===== src/rtl/dma_pkg.sv =====
package dma_pkg;

  // Structure of the engine
  localparam int NUM_CH = 7;
  localparam int CH_W = 3;
  localparam int BASE_W = 12;
  localparam int OFS_W = 10;
  localparam int DATA_W = 8;
  localparam int FUNC_W = 3;
  localparam int BUS_W = 32;
  localparam int ADDR_W = 8;

  // Register byte addresses, one aligned word each
  localparam logic [7:0] A_SEL = 8'h00;
  localparam logic [7:0] A_CTRL = 8'h04;
  localparam logic [7:0] A_WRAP = 8'h08;
  localparam logic [7:0] A_BASE = 8'h0c;
  localparam logic [7:0] A_OFS = 8'h10;
  localparam logic [7:0] A_LEN = 8'h14;
  localparam logic [7:0] A_EN = 8'h18;
  localparam logic [7:0] A_FULL = 8'h1c;
  localparam logic [7:0] A_MID = 8'h20;
  localparam logic [7:0] A_BUSY = 8'h24;

  // Channel control register fields
  localparam int CF_FUNC_LSB = 0;
  localparam int CF_ENDIAN_BIT = 4;
  localparam int CF_STALL_BIT = 5;
  localparam int CF_MID_EN_BIT = 6;
  localparam int CF_FULL_EN_BIT = 7;
  localparam int WRAP_BIT = 0;

  // Reset values
  localparam logic [7:0] CF_RESET = 8'h00;
  localparam logic [31:0] RD_ZERO = 32'h00000000;

  // Transfer function codes
  localparam logic [2:0] FN_RAM_TO_ENC = 3'h0;
  localparam logic [2:0] FN_ENC_TO_RAM = 3'h1;
  localparam logic [2:0] FN_RAM_TO_CRC = 3'h2;
  localparam logic [2:0] FN_RAM_TO_SPI = 3'h3;
  localparam logic [2:0] FN_SPI_TO_RAM = 3'h4;
  localparam logic [2:0] FN_RAM_TO_KEY = 3'h5;
  localparam logic [2:0] FN_RAM_TO_BLK = 3'h6;
  localparam logic [2:0] FN_OUT_TO_RAM = 3'h7;

  // Engine sequencer states
  typedef enum logic [1:0] {
    ST_IDLE = 2'b01,
    ST_FETCH = 2'b10
  } state_t;

endpackage : dma_pkg


===== src/rtl/seven_channel_sfr_on_chip_data_ram_dma.sv =====
// Decided for this implementation: the Avalon-MM slave port and the register addresses.
module seven_channel_sfr_on_chip_data_ram_dma #(
  parameter int NUM_CH = dma_pkg::NUM_CH
) (
  // Clock and reset
  input wire logic clk_i,
  input wire logic rstn_i,
  // Avalon-MM register slave
  input wire logic [dma_pkg::ADDR_W-1:0] avs_address_i,
  input wire logic avs_read_i,
  input wire logic avs_write_i,
  input wire logic [dma_pkg::BUS_W-1:0] avs_writedata_i,
  input wire logic [3:0] avs_byteenable_i,
  output logic [dma_pkg::BUS_W-1:0] avs_readdata_o,
  output logic avs_waitrequest_o,
  // Peripheral requests and acknowledges
  input wire logic [NUM_CH-1:0] req_i,
  output logic [NUM_CH-1:0] ack_o,
  // Data RAM port, read data valid in the cycle of the read
  output logic [dma_pkg::BASE_W-1:0] ram_addr_o,
  output logic ram_rd_o,
  output logic ram_wr_o,
  output logic [dma_pkg::DATA_W-1:0] ram_wdata_o,
  input wire logic [dma_pkg::DATA_W-1:0] ram_rdata_i,
  // Peripheral register port, read bytes packed by function code
  output logic [dma_pkg::FUNC_W-1:0] sfr_func_o,
  output logic sfr_wr_o,
  output logic sfr_rd_o,
  output logic [dma_pkg::DATA_W-1:0] sfr_wdata_o,
  input wire logic [8*dma_pkg::DATA_W-1:0] sfr_rdata_i,
  // System control
  input wire logic cpu_bus_busy_i,
  input wire logic debug_halt_i,
  output logic engine_idle_o
);

  localparam int CH_W = dma_pkg::CH_W;
  localparam int BASE_W = dma_pkg::BASE_W;
  localparam int OFS_W = dma_pkg::OFS_W;
  localparam int BUS_W = dma_pkg::BUS_W;

  // Merge write data into an old value under the byte enables
  function automatic logic [31:0] merge_be(input logic [31:0] old_v, input logic [31:0] new_v,
                                           input logic [3:0] be);
    logic [31:0] m;
    m = {{8{be[3]}}, {8{be[2]}}, {8{be[1]}}, {8{be[0]}}};
    merge_be = (old_v & ~m) | (new_v & m);
  endfunction : merge_be

  // Midpoint offset: half the size, plus one when size is odd
  function automatic logic [OFS_W-1:0] midpoint(input logic [OFS_W-1:0] len);
    midpoint = len[0] ? (len >> 1) + OFS_W'(1) : (len >> 1);
  endfunction : midpoint

  // Functions that move a register byte into RAM
  function automatic logic reg_to_ram(input logic [2:0] fn);
    reg_to_ram = (fn == dma_pkg::FN_ENC_TO_RAM) || (fn == dma_pkg::FN_SPI_TO_RAM)
                 || (fn == dma_pkg::FN_OUT_TO_RAM);
  endfunction : reg_to_ram
  // Index of the single set bit of a one-hot vector
  function automatic logic [CH_W-1:0] oh_to_idx(input logic [NUM_CH-1:0] oh);
    oh_to_idx = '0;
    for (int i = 0; i < NUM_CH; i++)
      if (oh[i])
        oh_to_idx = CH_W'(i);
  endfunction : oh_to_idx
  // Reset release through two flip-flops
  logic [1:0] rst_sync_r;
  wire rst_n = rst_sync_r[1];
  always_ff @(posedge clk_i or negedge rstn_i)
  begin
    if (!rstn_i)
      rst_sync_r <= 2'b00;
    else
      rst_sync_r <= {rst_sync_r[0], 1'b1};
  end

  // Register and engine state
  logic [2:0] sel_r;
  logic [7:0] cf_r [NUM_CH];
  logic [BASE_W-1:0] ba_r [NUM_CH];
  logic [OFS_W-1:0] ofs_r [NUM_CH];
  logic [OFS_W-1:0] len_r [NUM_CH];
  logic [NUM_CH-1:0] wrap_r, en_r, full_r, mid_r, force_r, done_r, ack_r;
  logic wait_r;
  logic [BUS_W-1:0] rdata_r;
  dma_pkg::state_t state_r;
  logic [CH_W-1:0] cur_r;
  logic [BASE_W-1:0] ram_addr_r;
  logic ram_rd_r, ram_wr_r, sfr_wr_r, sfr_rd_r, idle_r;
  logic [7:0] ram_wdata_r, sfr_wdata_r;
  logic [2:0] sfr_func_r;

  // Bus decode; a write takes effect on the edge after the wait, while waitrequest is low
  wire bus_req = avs_read_i | avs_write_i;
  wire wr_acc = avs_write_i & ~wait_r;
  wire hit_sel = avs_address_i == dma_pkg::A_SEL;
  wire hit_cf = avs_address_i == dma_pkg::A_CTRL;
  wire hit_wrap = avs_address_i == dma_pkg::A_WRAP;
  wire hit_ba = avs_address_i == dma_pkg::A_BASE;
  wire hit_ofs = avs_address_i == dma_pkg::A_OFS;
  wire hit_len = avs_address_i == dma_pkg::A_LEN;
  wire hit_en = avs_address_i == dma_pkg::A_EN;
  wire hit_full = avs_address_i == dma_pkg::A_FULL;
  wire hit_mid = avs_address_i == dma_pkg::A_MID;
  wire hit_busy = avs_address_i == dma_pkg::A_BUSY;
  // Selected channel view; select value seven names no channel
  wire sel_ok = sel_r < 3'(NUM_CH);
  wire [CH_W-1:0] si = sel_ok ? sel_r : '0;
  wire [7:0] cf_sel = sel_ok ? cf_r[si] : '0;
  wire [BASE_W-1:0] ba_sel = sel_ok ? ba_r[si] : '0;
  wire [OFS_W-1:0] ofs_sel = sel_ok ? ofs_r[si] : '0;
  wire [OFS_W-1:0] len_sel = sel_ok ? len_r[si] : '0;
  wire wrap_sel = sel_ok & wrap_r[si];
  // Busy is a forced request or the channel in the sequencer
  wire fetching = state_r == dma_pkg::ST_FETCH;
  wire [NUM_CH-1:0] fetch_vec = fetching ? (NUM_CH'(1) << cur_r) : '0;
  wire [NUM_CH-1:0] busy_vec = force_r | fetch_vec;
  wire sel_busy = sel_ok & busy_vec[si];
  // Write strobes per register
  wire we_sel = wr_acc & hit_sel;
  wire we_cf = wr_acc & hit_cf & sel_ok;
  wire we_wrap = wr_acc & hit_wrap & sel_ok;
  wire we_ba = wr_acc & hit_ba & sel_ok;
  wire we_ofs = wr_acc & hit_ofs & sel_ok;
  wire we_len = wr_acc & hit_len & sel_ok;
  wire we_en = wr_acc & hit_en;
  wire we_full = wr_acc & hit_full;
  wire we_mid = wr_acc & hit_mid;
  wire we_busy = wr_acc & hit_busy;
  wire [NUM_CH-1:0] sel_oh = NUM_CH'(1) << si;
  // Merged write values
  wire [31:0] w_sel = merge_be({29'h0, sel_r}, avs_writedata_i, avs_byteenable_i);
  wire [31:0] w_cf = merge_be({24'h0, cf_sel}, avs_writedata_i, avs_byteenable_i);
  wire [31:0] w_wrap = merge_be({31'h0, wrap_sel}, avs_writedata_i, avs_byteenable_i);
  wire [31:0] w_ba = merge_be({{(32-BASE_W){1'b0}}, ba_sel}, avs_writedata_i, avs_byteenable_i);
  wire [31:0] w_ofs = merge_be({{(32-OFS_W){1'b0}}, ofs_sel}, avs_writedata_i, avs_byteenable_i);
  wire [31:0] w_len = merge_be({{(32-OFS_W){1'b0}}, len_sel}, avs_writedata_i, avs_byteenable_i);
  wire [31:0] w_en = merge_be({{(32-NUM_CH){1'b0}}, en_r}, avs_writedata_i, avs_byteenable_i);
  wire [31:0] w_full = merge_be({{(32-NUM_CH){1'b0}}, full_r}, avs_writedata_i, avs_byteenable_i);
  wire [31:0] w_mid = merge_be({{(32-NUM_CH){1'b0}}, mid_r}, avs_writedata_i, avs_byteenable_i);
  wire [31:0] w_busy = merge_be(32'h0, avs_writedata_i, avs_byteenable_i);
  // Read multiplexer; unmapped addresses read zero
  wire [BUS_W-1:0] rd_mux =
    hit_sel ? {29'h0, sel_r} :
    hit_cf ? {24'h0, cf_sel} :
    hit_wrap ? {31'h0, wrap_sel} :
    hit_ba ? {{(32-BASE_W){1'b0}}, ba_sel} :
    hit_ofs ? {{(32-OFS_W){1'b0}}, ofs_sel} :
    hit_len ? {{(32-OFS_W){1'b0}}, len_sel} :
    hit_en ? {{(32-NUM_CH){1'b0}}, en_r} :
    hit_full ? {{(32-NUM_CH){1'b0}}, full_r} :
    hit_mid ? {{(32-NUM_CH){1'b0}}, mid_r} :
    hit_busy ? {{(32-NUM_CH){1'b0}}, busy_vec} : dma_pkg::RD_ZERO;
  // Per-channel decode of control bits and offset compares
  logic [NUM_CH-1:0] stall_vec, last_vec, mid_hit, in_vec;
  logic [2:0] func_vec [NUM_CH];
  for (genvar c = 0; c < NUM_CH; c++)
  begin : g_ch
    assign func_vec[c] = cf_r[c][dma_pkg::CF_FUNC_LSB +: dma_pkg::FUNC_W];
    assign stall_vec[c] = cf_r[c][dma_pkg::CF_STALL_BIT];
    assign in_vec[c] = reg_to_ram(func_vec[c]);
    assign last_vec[c] = ofs_r[c] == len_r[c] - OFS_W'(1);
    assign mid_hit[c] = ofs_r[c] == midpoint(len_r[c]);
  end
  // Eligible channels; the channel just served sits out its ack cycle
  wire [NUM_CH-1:0] want = en_r & ((req_i & ~done_r) | force_r)
                           & ~stall_vec & ~full_r & ~mid_r
                           & ~ack_r & ~fetch_vec;
  wire [NUM_CH-1:0] grant_oh = want & (~want + NUM_CH'(1));
  wire [CH_W-1:0] g_idx = oh_to_idx(grant_oh);
  wire [2:0] g_func = func_vec[g_idx];
  wire g_in = in_vec[g_idx];
  wire [BASE_W-1:0] g_addr = ba_r[g_idx] + BASE_W'(ofs_r[g_idx]);
  // Bus is ours only when the CPU and the debugger leave it
  wire bus_free = ~cpu_bus_busy_i & ~debug_halt_i;
  wire finish = fetching & bus_free;
  wire idle = state_r == dma_pkg::ST_IDLE;
  wire can_start = (|want) & bus_free & (idle | (finish & ~g_in));
  wire [NUM_CH-1:0] step_vec = (finish ? fetch_vec : '0)
                               | ((can_start & g_in) ? grant_oh : '0);
  // Flag sets from the byte just moved
  logic [NUM_CH-1:0] full_set, mid_set;
  for (genvar c = 0; c < NUM_CH; c++)
  begin : g_flag
    assign full_set[c] = step_vec[c] & last_vec[c] & cf_r[c][dma_pkg::CF_FULL_EN_BIT];
    assign mid_set[c] = step_vec[c] & mid_hit[c] & cf_r[c][dma_pkg::CF_MID_EN_BIT];
  end

  // Avalon slave: one wait cycle, then read data with waitrequest low
  always_ff @(posedge clk_i or negedge rst_n)
  begin
    if (!rst_n)
    begin
      wait_r <= 1'b1;
      rdata_r <= dma_pkg::RD_ZERO;
    end
    else if (bus_req && wait_r)
    begin
      wait_r <= 1'b0;
      rdata_r <= rd_mux;
    end
    else
      wait_r <= 1'b1;
  end

  // Common registers; hardware set wins over a software clear
  always_ff @(posedge clk_i or negedge rst_n)
  begin
    if (!rst_n)
    begin
      sel_r <= 3'h0;
      en_r <= '0;
      full_r <= '0;
      mid_r <= '0;
      force_r <= '0;
    end
    else
    begin
      if (we_sel)
        sel_r <= w_sel[CH_W-1:0];
      if (we_en)
        en_r <= w_en[NUM_CH-1:0];
      full_r <= full_set | (we_full ? w_full[NUM_CH-1:0] : full_r);
      mid_r <= mid_set | (we_mid ? w_mid[NUM_CH-1:0] : mid_r);
      force_r <= (force_r & ~step_vec) | (we_busy ? w_busy[NUM_CH-1:0] : '0);
    end
  end

  // Per-channel configuration and offset counters
  always_ff @(posedge clk_i or negedge rst_n)
  begin
    if (!rst_n)
    begin
      wrap_r <= '0;
      done_r <= '0;
      for (int c = 0; c < NUM_CH; c++)
      begin
        cf_r[c] <= dma_pkg::CF_RESET;
        ba_r[c] <= '0;
        ofs_r[c] <= '0;
        len_r[c] <= '0;
      end
    end
    else
    begin
      for (int c = 0; c < NUM_CH; c++)
      begin
        if (we_cf && sel_oh[c])
          cf_r[c] <= w_cf[7:0];
        if (we_wrap && sel_oh[c])
          wrap_r[c] <= w_wrap[dma_pkg::WRAP_BIT];
        if (we_ba && sel_oh[c] && !busy_vec[c])
          ba_r[c] <= w_ba[BASE_W-1:0];
        if (we_len && sel_oh[c] && !busy_vec[c])
          len_r[c] <= w_len[OFS_W-1:0];
        if (step_vec[c])
        begin
          ofs_r[c] <= (last_vec[c] && wrap_r[c]) ? '0 : ofs_r[c] + OFS_W'(1);
          if (last_vec[c] && !wrap_r[c])
            done_r[c] <= 1'b1;
        end
        else if (we_ofs && sel_oh[c] && !busy_vec[c])
        begin
          ofs_r[c] <= w_ofs[OFS_W-1:0];
          done_r[c] <= 1'b0;
        end
      end
    end
  end

  // Sequencer and bus strobes
  always_ff @(posedge clk_i or negedge rst_n)
  begin
    if (!rst_n)
    begin
      state_r <= dma_pkg::ST_IDLE;
      cur_r <= '0;
      ram_addr_r <= '0;
      ram_rd_r <= 1'b0;
      ram_wr_r <= 1'b0;
      ram_wdata_r <= 8'h00;
      sfr_func_r <= 3'h0;
      sfr_wr_r <= 1'b0;
      sfr_rd_r <= 1'b0;
      sfr_wdata_r <= 8'h00;
      ack_r <= '0;
      idle_r <= 1'b1;
    end
    else
    begin
      ram_wr_r <= 1'b0;
      sfr_rd_r <= 1'b0;
      sfr_wr_r <= 1'b0;
      ack_r <= step_vec;
      idle_r <= idle & ~(|want);
      if (!fetching || finish)
        ram_rd_r <= 1'b0; // Held until its data is taken
      case (state_r)
        dma_pkg::ST_FETCH:
        begin
          if (finish)
          begin
            sfr_wr_r <= 1'b1;
            sfr_wdata_r <= ram_rdata_i;
            sfr_func_r <= func_vec[cur_r];
            state_r <= dma_pkg::ST_IDLE;
          end
        end
        default:
          state_r <= dma_pkg::ST_IDLE;
      endcase
      if (can_start)
      begin
        cur_r <= g_idx;
        ram_addr_r <= g_addr;
        if (g_in)
        begin
          ram_wr_r <= 1'b1;
          ram_wdata_r <= sfr_rdata_i[{g_func, 3'b000} +: 8];
          sfr_rd_r <= 1'b1;
          sfr_func_r <= g_func;
        end
        else
        begin
          ram_rd_r <= 1'b1;
          state_r <= dma_pkg::ST_FETCH;
        end
      end
    end
  end

  // Outputs from flip-flops
  assign avs_readdata_o = rdata_r;
  assign avs_waitrequest_o = wait_r;
  assign ack_o = ack_r;
  assign ram_addr_o = ram_addr_r;
  assign ram_rd_o = ram_rd_r;
  assign ram_wr_o = ram_wr_r;
  assign ram_wdata_o = ram_wdata_r;
  assign sfr_func_o = sfr_func_r;
  assign sfr_wr_o = sfr_wr_r;
  assign sfr_rd_o = sfr_rd_r;
  assign sfr_wdata_o = sfr_wdata_r;
  assign engine_idle_o = idle_r;
endmodule : seven_channel_sfr_on_chip_data_ram_dma


===== config.mk =====
export PLATFORM = sky130hd
export DESIGN_NAME = seven_channel_sfr_on_chip_data_ram_dma
export DESIGN_NICKNAME = d
export VERILOG_FILES = /design/src/rtl/dma_pkg.sv /design/src/rtl/seven_channel_sfr_on_chip_data_ram_dma.sv
export SDC_FILE = /design/constraint.sdc
export NUM_CORES = 1
export LEC_CHECK = 0
export ABC_AREA = 1
export BUFFER_PORTS_ARGS = -buffer_cell sky130_fd_sc_hd__buf_2
export CAP_MARGIN = 5
export CORE_MARGIN = 2
export CORE_UTILIZATION = 45
export DETAILED_ROUTE_END_ITERATION = 6
export PLACE_DENSITY = 0.63
export SETUP_SLACK_MARGIN = 0.5
export SYNTH_ARGS = -nofsm -noshare
export SYNTH_HDL_FRONTEND = slang
export SYNTH_SLANG_ARGS = --single-unit

===== constraint.sdc =====
create_clock -name clk_i -period 34.5 [get_ports clk_i]
set_input_delay 1.725 -clock clk_i [delete_from_list [all_inputs] [get_ports clk_i]]
set_output_delay 1.725 -clock clk_i [all_outputs]
set_load 0.05 [all_outputs]

==> qor.csv, run 1 <==
stage;metric;value;unit
logic_synthesis;Synth cell types;60;
timing;period utilization;17.51;%
clock_network;CTS max path bufs;3;
clock_network;CTS hold repair buffers;0;
logic_synthesis;ranking of synthesized cells by area;dfrtp_1 35%, nand2_1 11%, o21ai_0 8.7%;
worst_setup_path;worst path bufs/invs;5;
logic_synthesis;leading area contributor after synthesis;dfrtp_1;
timing;final slew viol count;0;
clock_network;Setup Fix Bufs, Post-CTS;0;
placed_design;I/O Buffers;162;
global_routing;number of global-route vias before repair;25771;
timing;Worst-Margin Slew;1.278;ns
floorplanning;starting density of the core;45.64;%
clock_network;CTS tree;yes;
logic_synthesis;Synth Flop Type;dfrtp_1;
global_routing;global-route wire length before repair;162000;um
floorplanning;Die Height;251.9;um
worst_setup_path;crit start category;input pin;
global_routing;GR Util met1;46.02;%
clock_network;clk sinks;387;
logic_synthesis;Mapped Cells;3878;
global_routing;initial antenna violation count;1;
worst_setup_path;cell family with most CP delay;simple AND/OR/NAND/NOR gates;
global_routing;GR Util met2;48.92;%
pwr;Worst VDD drop;0.03219;mV
timing;final setup TNS;0;ns
logic_synthesis;Yosys top cell area share;34.76;%
worst_setup_path;crit-path most repeated cell;o21ai_0;
worst_setup_path;critical path peak fanout;48;
clock_network;H-Tree Level Count;2;
timing;Max-Slew Margin vs Limit;13.87;%
drt;Final ANT Viol Nets;0;
finish;final net count;4029;
drt;DRC;0;
finish;layout cell share with drive strength beyond 1;9.705;%
pwr;leakage power;14.27;nW
clock_network;Clock Latency Late Sink;0.62;ns
drt;first drt pass iteration count;6;
logic_synthesis;sequential share of the synthesized area;35.04;%
global_routing;Tot GR Track Use;33.68;%
drt;Post-Route WL;108000;um
drt;1st-iter DRT viols;3812;
timing;Setup Viol. Count Final;0;
finish;fillers;6182;
logic_synthesis;synthesized area per cell;7.129;sq um
drt;WL/cell;23.09;um
pwr;Pwr per Cell Area;36.07;nW/um^2
worst_setup_path;Critical Path RT;34.98;ns
placed_design;HPWL Detailed;76560;um
timing;Max Clock Freq;0.1655;GHz
worst_setup_path;crit end category;register;
placed_design;worst slack, placed;27.95;ns
global_routing;gr ovfl total;0;
floorplanning;die area;63440;sq um
placed_design;routability-driven placement congestion ratio;1.033;
clock_network;CTS Buf Count;47;
worst_setup_path;Crit Path Category;in2reg;
clock_network;CTS clock-pin slew for the worst setup and hold paths;0.06;ns
min_path;Hold Crit Class;reg2reg;
global_routing;largest net degree at the start of global routing;76;
logic_synthesis;Ys Warns;0;
floorplanning;die width;251.9;um
logic_synthesis;#FFs+latches synth;387;
finish;Layout area overhead;9.214;%
logic_synthesis;number of flops mapped to enable cells by yosys;0;
logic_synthesis;Mapped Area;27650;sq um
job;Max Cap Viol;0;
timing;Hold Vio Cnt, Final;0;
outcome;run status;completed;
clock_network;Root Driver;clkbuf_16;
worst_setup_path;CP max stage delay;0.51;ns
timing;Worst Skew;0.03428;ns
worst_setup_path;crit path DAT;6.52;ns
timing;RSZ-0062 raised after global routing;no;
floorplanning;Core Region;60580;sq um
global_routing;GRT Max-Usage Layer;met2;
clock_network;CTS resizes;0;
drt;DR vias/cell;5.956;
floorplanning;FP Rows;90;
logic_synthesis;async set-or-reset flop fraction in the synthesized netlist;100.0;%
drt;Vias;27868;
global_routing;grt met3 use;9.141;%
timing;fin crit period;6.041;ns
worst_setup_path;Worst path slowest cell;buf_4;
timing;PnR worst setup slack;28.46;ns
floorplanning;I/O pins;205;
==> synthesized netlist by cell type, types with 18 or more instances <==
cell      instances
xor2_1          181
a211oi_1         18
inv_1           348
nand2_1         818
clkbuf_1        197
o22ai_1          22
o21ai_0         479
dfrtp_1         384
mux2_2           21
nor3_1           68
nand3b_1         49
buf_4            32
nand4_1         172
nand3_1         287
nor2_1          267
ha_1             38
xnor2_1          66
o211ai_1         58
buf_2            47
a21oi_1          92
o221ai_1         58
==> worst register-to-register path, stage by stage, from the launching register on <==
cell and delay, ns:
dfrtp_1 0.44, nor2_2 0.31, nand3_1 0.31, nand3b_1 0.39, nand2_1 0.13, nor2_1 0.21
nor2_2 0.05, buf_4 0.29, inv_2 0.10, buf_4 0.51, o21ai_0 0.23, a21oi_1 0.18
nor3_1 0.08, nor2_1 0.33, ha_1 0.25, inv_1 0.07, fa_1 0.45, nor2_1 0.12
a211oi_1 0.07, o21ai_0 0.26, nand3_1 0.11, nand2_1 0.11, a21oi_1 0.07, o21ai_0 0.19
xnor2_1 0.17, o21ai_0 0.10
==> layer usage <==
layer	wire [um]	up-vias	share of wire, %
li1	-	12970	-
met1	44250	13100	41
met2	45520	1474	42
met3	12320	322	11
met4	5848	2	5.4
met5	78	-	0.072
==> cell families after synthesis <==
kind of cell | share of synthesized area [%]
and+or+nand+nor | 28.37
AOI/OAI and AO/OA | 16.44
buffers and inverters | 9.657
DFF | 35.04
xor gates and xnor gates | 7.825
adders and majority gates | 1.792
muxes | 0.8553
other | 0.02716
==> power by group <==
group	leakage [nW]	internal (mW)	switching, mW	total, mW
sequential	4.97	0.459	0.00459	0.463
clock	0.790	0.308	0.217	0.525
combinational	8.51	0.0229	0.0780	0.101
total	14.3	0.790	0.300	1.09
==> registers in the layout (all words and copies together), names as in the netlist, 2 cells and up, named ones only <==
signal          cells
state_r             2
force_r             7
sfr_wdata_o         8
ack_o               7
sfr_func_o          3
full_r              7
done_r              7
wrap_r              7
mid_r               7
avs_readdata_o     12
ram_addr_o         12
len_r              70
ba_r               84
rst_sync_r          2
cf_r               56
cur_r               3
ofs_r              70
ram_wdata_o         8
==> cell usage in the layout, fill, tap and decap left out, types with 48 or more instances in the layout <==
master     instances
o21ai_0          478
nand3_1          287
buf_2            162
dfrtp_1          383
a21oi_1           92
xor2_1           181
inv_1            347
nand3b_1          49
nor2_1           264
clkbuf_16         48
nor3_1            68
o211ai_1          58
o221ai_1          58
nand4_1          172
xnor2_1           66
nand2_1          815
==> layout make-up <==
type | instances | area (sq um) | share of cell area [%]
Antenna cell | 2 | 5.005 | 0.01657
Clock buffer | 68 | 1376 | 4.558
Clock inverter | 15 | 221.5 | 0.7334
Inverter | 369 | 1388 | 4.595
Multi-Input combinational cell | 2849 | 15390 | 50.96
Sequential cell | 387 | 9692 | 32.10
Tap cell | 782 | 978.4 | 3.240
Timing Repair Buffer | 207 | 1149 | 3.804
==> through the flow <==
step                power, mW  instance area [sq um]  instances  hold slack, ns  util [%]
floorplan              0.5330                  27720       3897          0.3312         -
global placement       0.5700                  28590       4594          0.3329     47.20
detailed placement     0.5702                  28590       4594          0.3347     47.20
CTS                     1.092                  30190       4677          0.3484     49.83
global route            1.118                  30190       4678          0.3716     49.84
finish                  1.089                  30200       4679          0.3465     49.84
==> final timing paths <==
kind	startpoint	endpoint	slack, ns	depth (start not counted)
worst max-delay path	req_i[4]	ram_addr_o[10]	28.46	25
worst min-delay path	rst_sync_r[0]	rst_sync_r[1]	0.35	0
worst max register to register	cur_r[1]	ram_addr_o[10]	28.85	25
worst min register to register	rst_sync_r[0]	rst_sync_r[1]	0.35	0
max in group asynchronous	rst_sync_r[1]	ofs_r[40]	30.86	3
min in group asynchronous	rst_sync_r[1]	ba_r[64]	0.45	0
No activity file was read; power rests on OpenSTA's default activity.
==> run 2: changes to the inputs <==
- clock period: 34.5 -> 5.9 ns (I/O delays scaled with it)
==> run 2 against run 1 <==
Net effect: first-iteration DRC count up 6.2%; largest power group unchanged; critical path depth stayed put; clock power grew to 5.8 times the previous value; cell count grew 0.24%; setup slack worse by 28 ns; routed wire length is 1.7% higher; die area is the same; final area increased by 0.52%; highest routed layer is now met4; power rose to 5.9 times the previous value; sequential share of layout area down 0.17 points; flip-flop and latch count is the same; via count rose by 1.7%.
==> qor.csv, run 2 (synthesis results as in run 1) <==
stage;metric;value;unit;change
clock_network;CTS clock-pin slew for the worst setup and hold paths;0.06;ns;about the same
pwr;leakage power;14.33;nW;+0.43%
worst_setup_path;Critical Path RT;6.39;ns;-28.59 ns
worst_setup_path;reg2reg end;ram_addr_o[10];;
pwr;Worst VDD drop;0.1762;mV;+450%
worst_setup_path;FF-to-FF path depth;25;;unchanged
worst_setup_path;crit start category;register;;
finish;Finished Layout Cells;4690;;+0.24%
min_path;hold path cells;3;;+3
floorplanning;starting density of the core;45.64;%;unchanged
pwr;Pwr per Cell Area;210.0;nW/um^2;+480%
worst_setup_path;crit path DAT;5.50;ns;-1.02 ns
timing;final slew viol count;0;;unchanged
global_routing;initial antenna violation count;0;;-1
worst_setup_path;Crit Path Category;reg2reg;;
timing;Max-Slew Margin vs Limit;19.47;%;+5.6 points
pwr;clock power share;48.0;%;-0.2 points
floorplanning;Core Region;60580;sq um;unchanged
global_routing;Tot GR Track Use;33.89;%;+0.21 points
worst_setup_path;slack of the worst reg-to-reg path;0.89;ns;-27.96 ns
clock_network;CTS max path bufs;3;;unchanged
placed_design;HPWL Detailed;78030;um;+1.9%
global_routing;global-route wire length before repair;162700;um;+0.43%
worst_setup_path;worst r2r src;state_r[0];;
timing;final setup TNS;0;ns;unchanged
timing;Hold Vio Cnt, Final;0;;unchanged
timing;RSZ-0062 raised after global routing;no;;
finish;Antenna diodes;0;;-2
clock_network;Root Driver;clkbuf_16;;
pwr;Sequential Power Share;42.5;%;about the same
timing;Max Clock Freq;0.1995;GHz;
pwr;Sw Ratio;27.47;%;-0.052 points
finish;Layout area overhead;9.780;%;
pwr;Switch Pwr;1.751;mW;+480%
floorplanning;FP Rows;90;;unchanged
drt;Final ANT Viol Nets;0;;unchanged
worst_setup_path;crit end category;register;;
placed_design;Cells after DPL;4599;;+0.11%
finish;commonest non-fill, non-tap cell in the layout;nand2_1;;
outcome;run status;completed;;
clock_network;clk sinks;387;;unchanged
finish;layout cell share with drive strength beyond 1;9.877;%;+0.17 points
global_routing;gr ovfl total;0;;unchanged
finish;Largest register FFs;84;;unchanged
timing;fin crit period;5.011;ns;
drt;DRC;0;;unchanged
pwr;Comb pwr share;9.5;%;+0.2 points
placed_design;I/O Buffers;162;;unchanged
pwr;overall power;6.374;mW;+490%
min_path;Hold Crit Class;in2reg;;
timing;Worst-Margin Slew;1.203;ns;-0.07493 ns
placed_design;routability-driven placement congestion ratio;1.029;;-0.32%
timing;Worst Skew;0.03391;ns;-0.0003695 ns
floorplanning;die width;251.9;um;unchanged
floorplanning;die area;63440;sq um;unchanged
drt;first drt pass iteration count;6;;unchanged
global_routing;largest net degree at the start of global routing;151;;+99%
min_path;HP Start;avs_writedata_i[3];;
finish;Largest regs;ba_r x84, len_r x70, ofs_r x70;;
finish;Top reg by flops;ba_r;;
clock_network;CTS Buf Count;46;;-2.1%
worst_setup_path;critical path peak fanout;53;;+10%
drt;Vias;28349;;+1.7%
drt;1st-iter DRT viols;4048;;+6.2%
drt;WL/cell;23.43;um;+1.5%
clock_network;Clock Latency Late Sink;0.63;ns;about the same
timing;period utilization;84.94;%;
floorplanning;I/O pins;205;;unchanged
job;Max Cap Viol;0;;unchanged
finish;commonest non-fill, non-tap cells in the layout;815 x nand2_1, 478 x o21ai_0, 383 x dfrtp_1, 346 x inv_1, 287 x nand3_1;;
drt;Post-Route WL;109900;um;+1.7%
clock_network;CTS tree;yes;;
global_routing;number of global-route vias before repair;25415;;-1.4%
finish;final net count;4043;;+0.35%
drt;DR vias/cell;6.045;;+1.5%
floorplanning;Die Height;251.9;um;unchanged
timing;Setup Viol. Count Final;0;;unchanged
pwr;P_int;4.623;mW;+490%
clock_network;H-Tree Level Count;2;;unchanged
-- run 2: power groups by stage --
stage	combinational [mW]	sequential [mW]	clock [mW]
2_1_floorplan	0.256	2.86	0
3_3_place_gp	0.583	2.76	0
3_5_place_dp	0.584	2.76	0
4_1_cts	0.591	2.71	3.08
5_1_grt	0.643	2.71	3.18
6_report	0.606	2.71	3.06
-- run 2: layout make-up --
type                    instances  area (sq um)
repair buffers                222          1299
fillers                      6112         30230
multi-input cells            2849         15400
clock buffers                  68          1384
flip-flops and latches        387          9692
inverters                     369          1393
well taps                     782         978.4
clock inverters                13         209.0
-- run 2: worst max path at each step --
stage	from	slack [ns]	cells after the start	to
finish	state_r[0]	0.89	25	ram_addr_o[10]
global route	state_r[0]	0.50	25	ram_addr_o[10]
CTS	state_r[0]	0.92	25	ram_addr_o[10]
detailed placement	state_r[0]	0.91	25	ram_addr_o[10]
global placement	cur_r[1]	0.98	22	ram_addr_o[10]
floorplan	ack_o[1]	1.80	27	ram_addr_o[10]
-- run 2: worst max-delay path, cell delays in order, from the launching register on --
cell and delay [ns]:
dfstp_2 0.55, inv_2 0.03, nand2_1 0.08, nor2_1 0.08, nand2_1 0.12, nand3_1 0.17, nand3_1 0.14, nor2_1 0.08
nor2_2 0.29, nand2_8 0.27, clkinv_2 0.30, buf_4 0.28, nand2_1 0.08, a32o_1 0.22, o21ai_0 0.41, inv_1 0.12
fa_1 0.44, nor2_1 0.12, a211oi_1 0.07, o21ai_0 0.29, nand3_1 0.11, nand2_1 0.11, a21oi_1 0.06, o21ai_0 0.22
xnor2_1 0.14, o21ai_0 0.08
-- run 2: what timing repair did --
| action | 4_1_cts | 5_1_grt |
|---|---|---|
| endpoints found under the hold margin | 10 | 0 |
| resized for setup | 0 | 4 |
| hold buffers | 10 | 0 |
| setup endpoints to repair | 0 | 2 |
| setup buffers | 0 | 0 |
-- run 2: layer usage --
metal  track usage, %  vias up  share of wire (%)
li1                 -    12994                  -
met1            48.08    13424                 41
met2            48.71     1619                 42
met3            8.718      312                 12
met4            14.51        0                4.9
met5                0        -                  0
-- run 2: per-stage QoR --
step | utilization [%] | setup WS (ns) | cell area (sq um) | hold slack [ns]
final | 50.10 | 0.8887 | 30350 | 0.03422
after global routing | 50.10 | 0.4960 | 30350 | 0.02939
after CTS | 50.07 | 0.9175 | 30340 | 0.01425
after detailed placement | 47.28 | 0.9137 | 28640 | 0.08676
after global placement | 47.28 | 0.9840 | 28640 | 0.08252
after floorplan | - | 1.797 | 27720 | -0.0005911
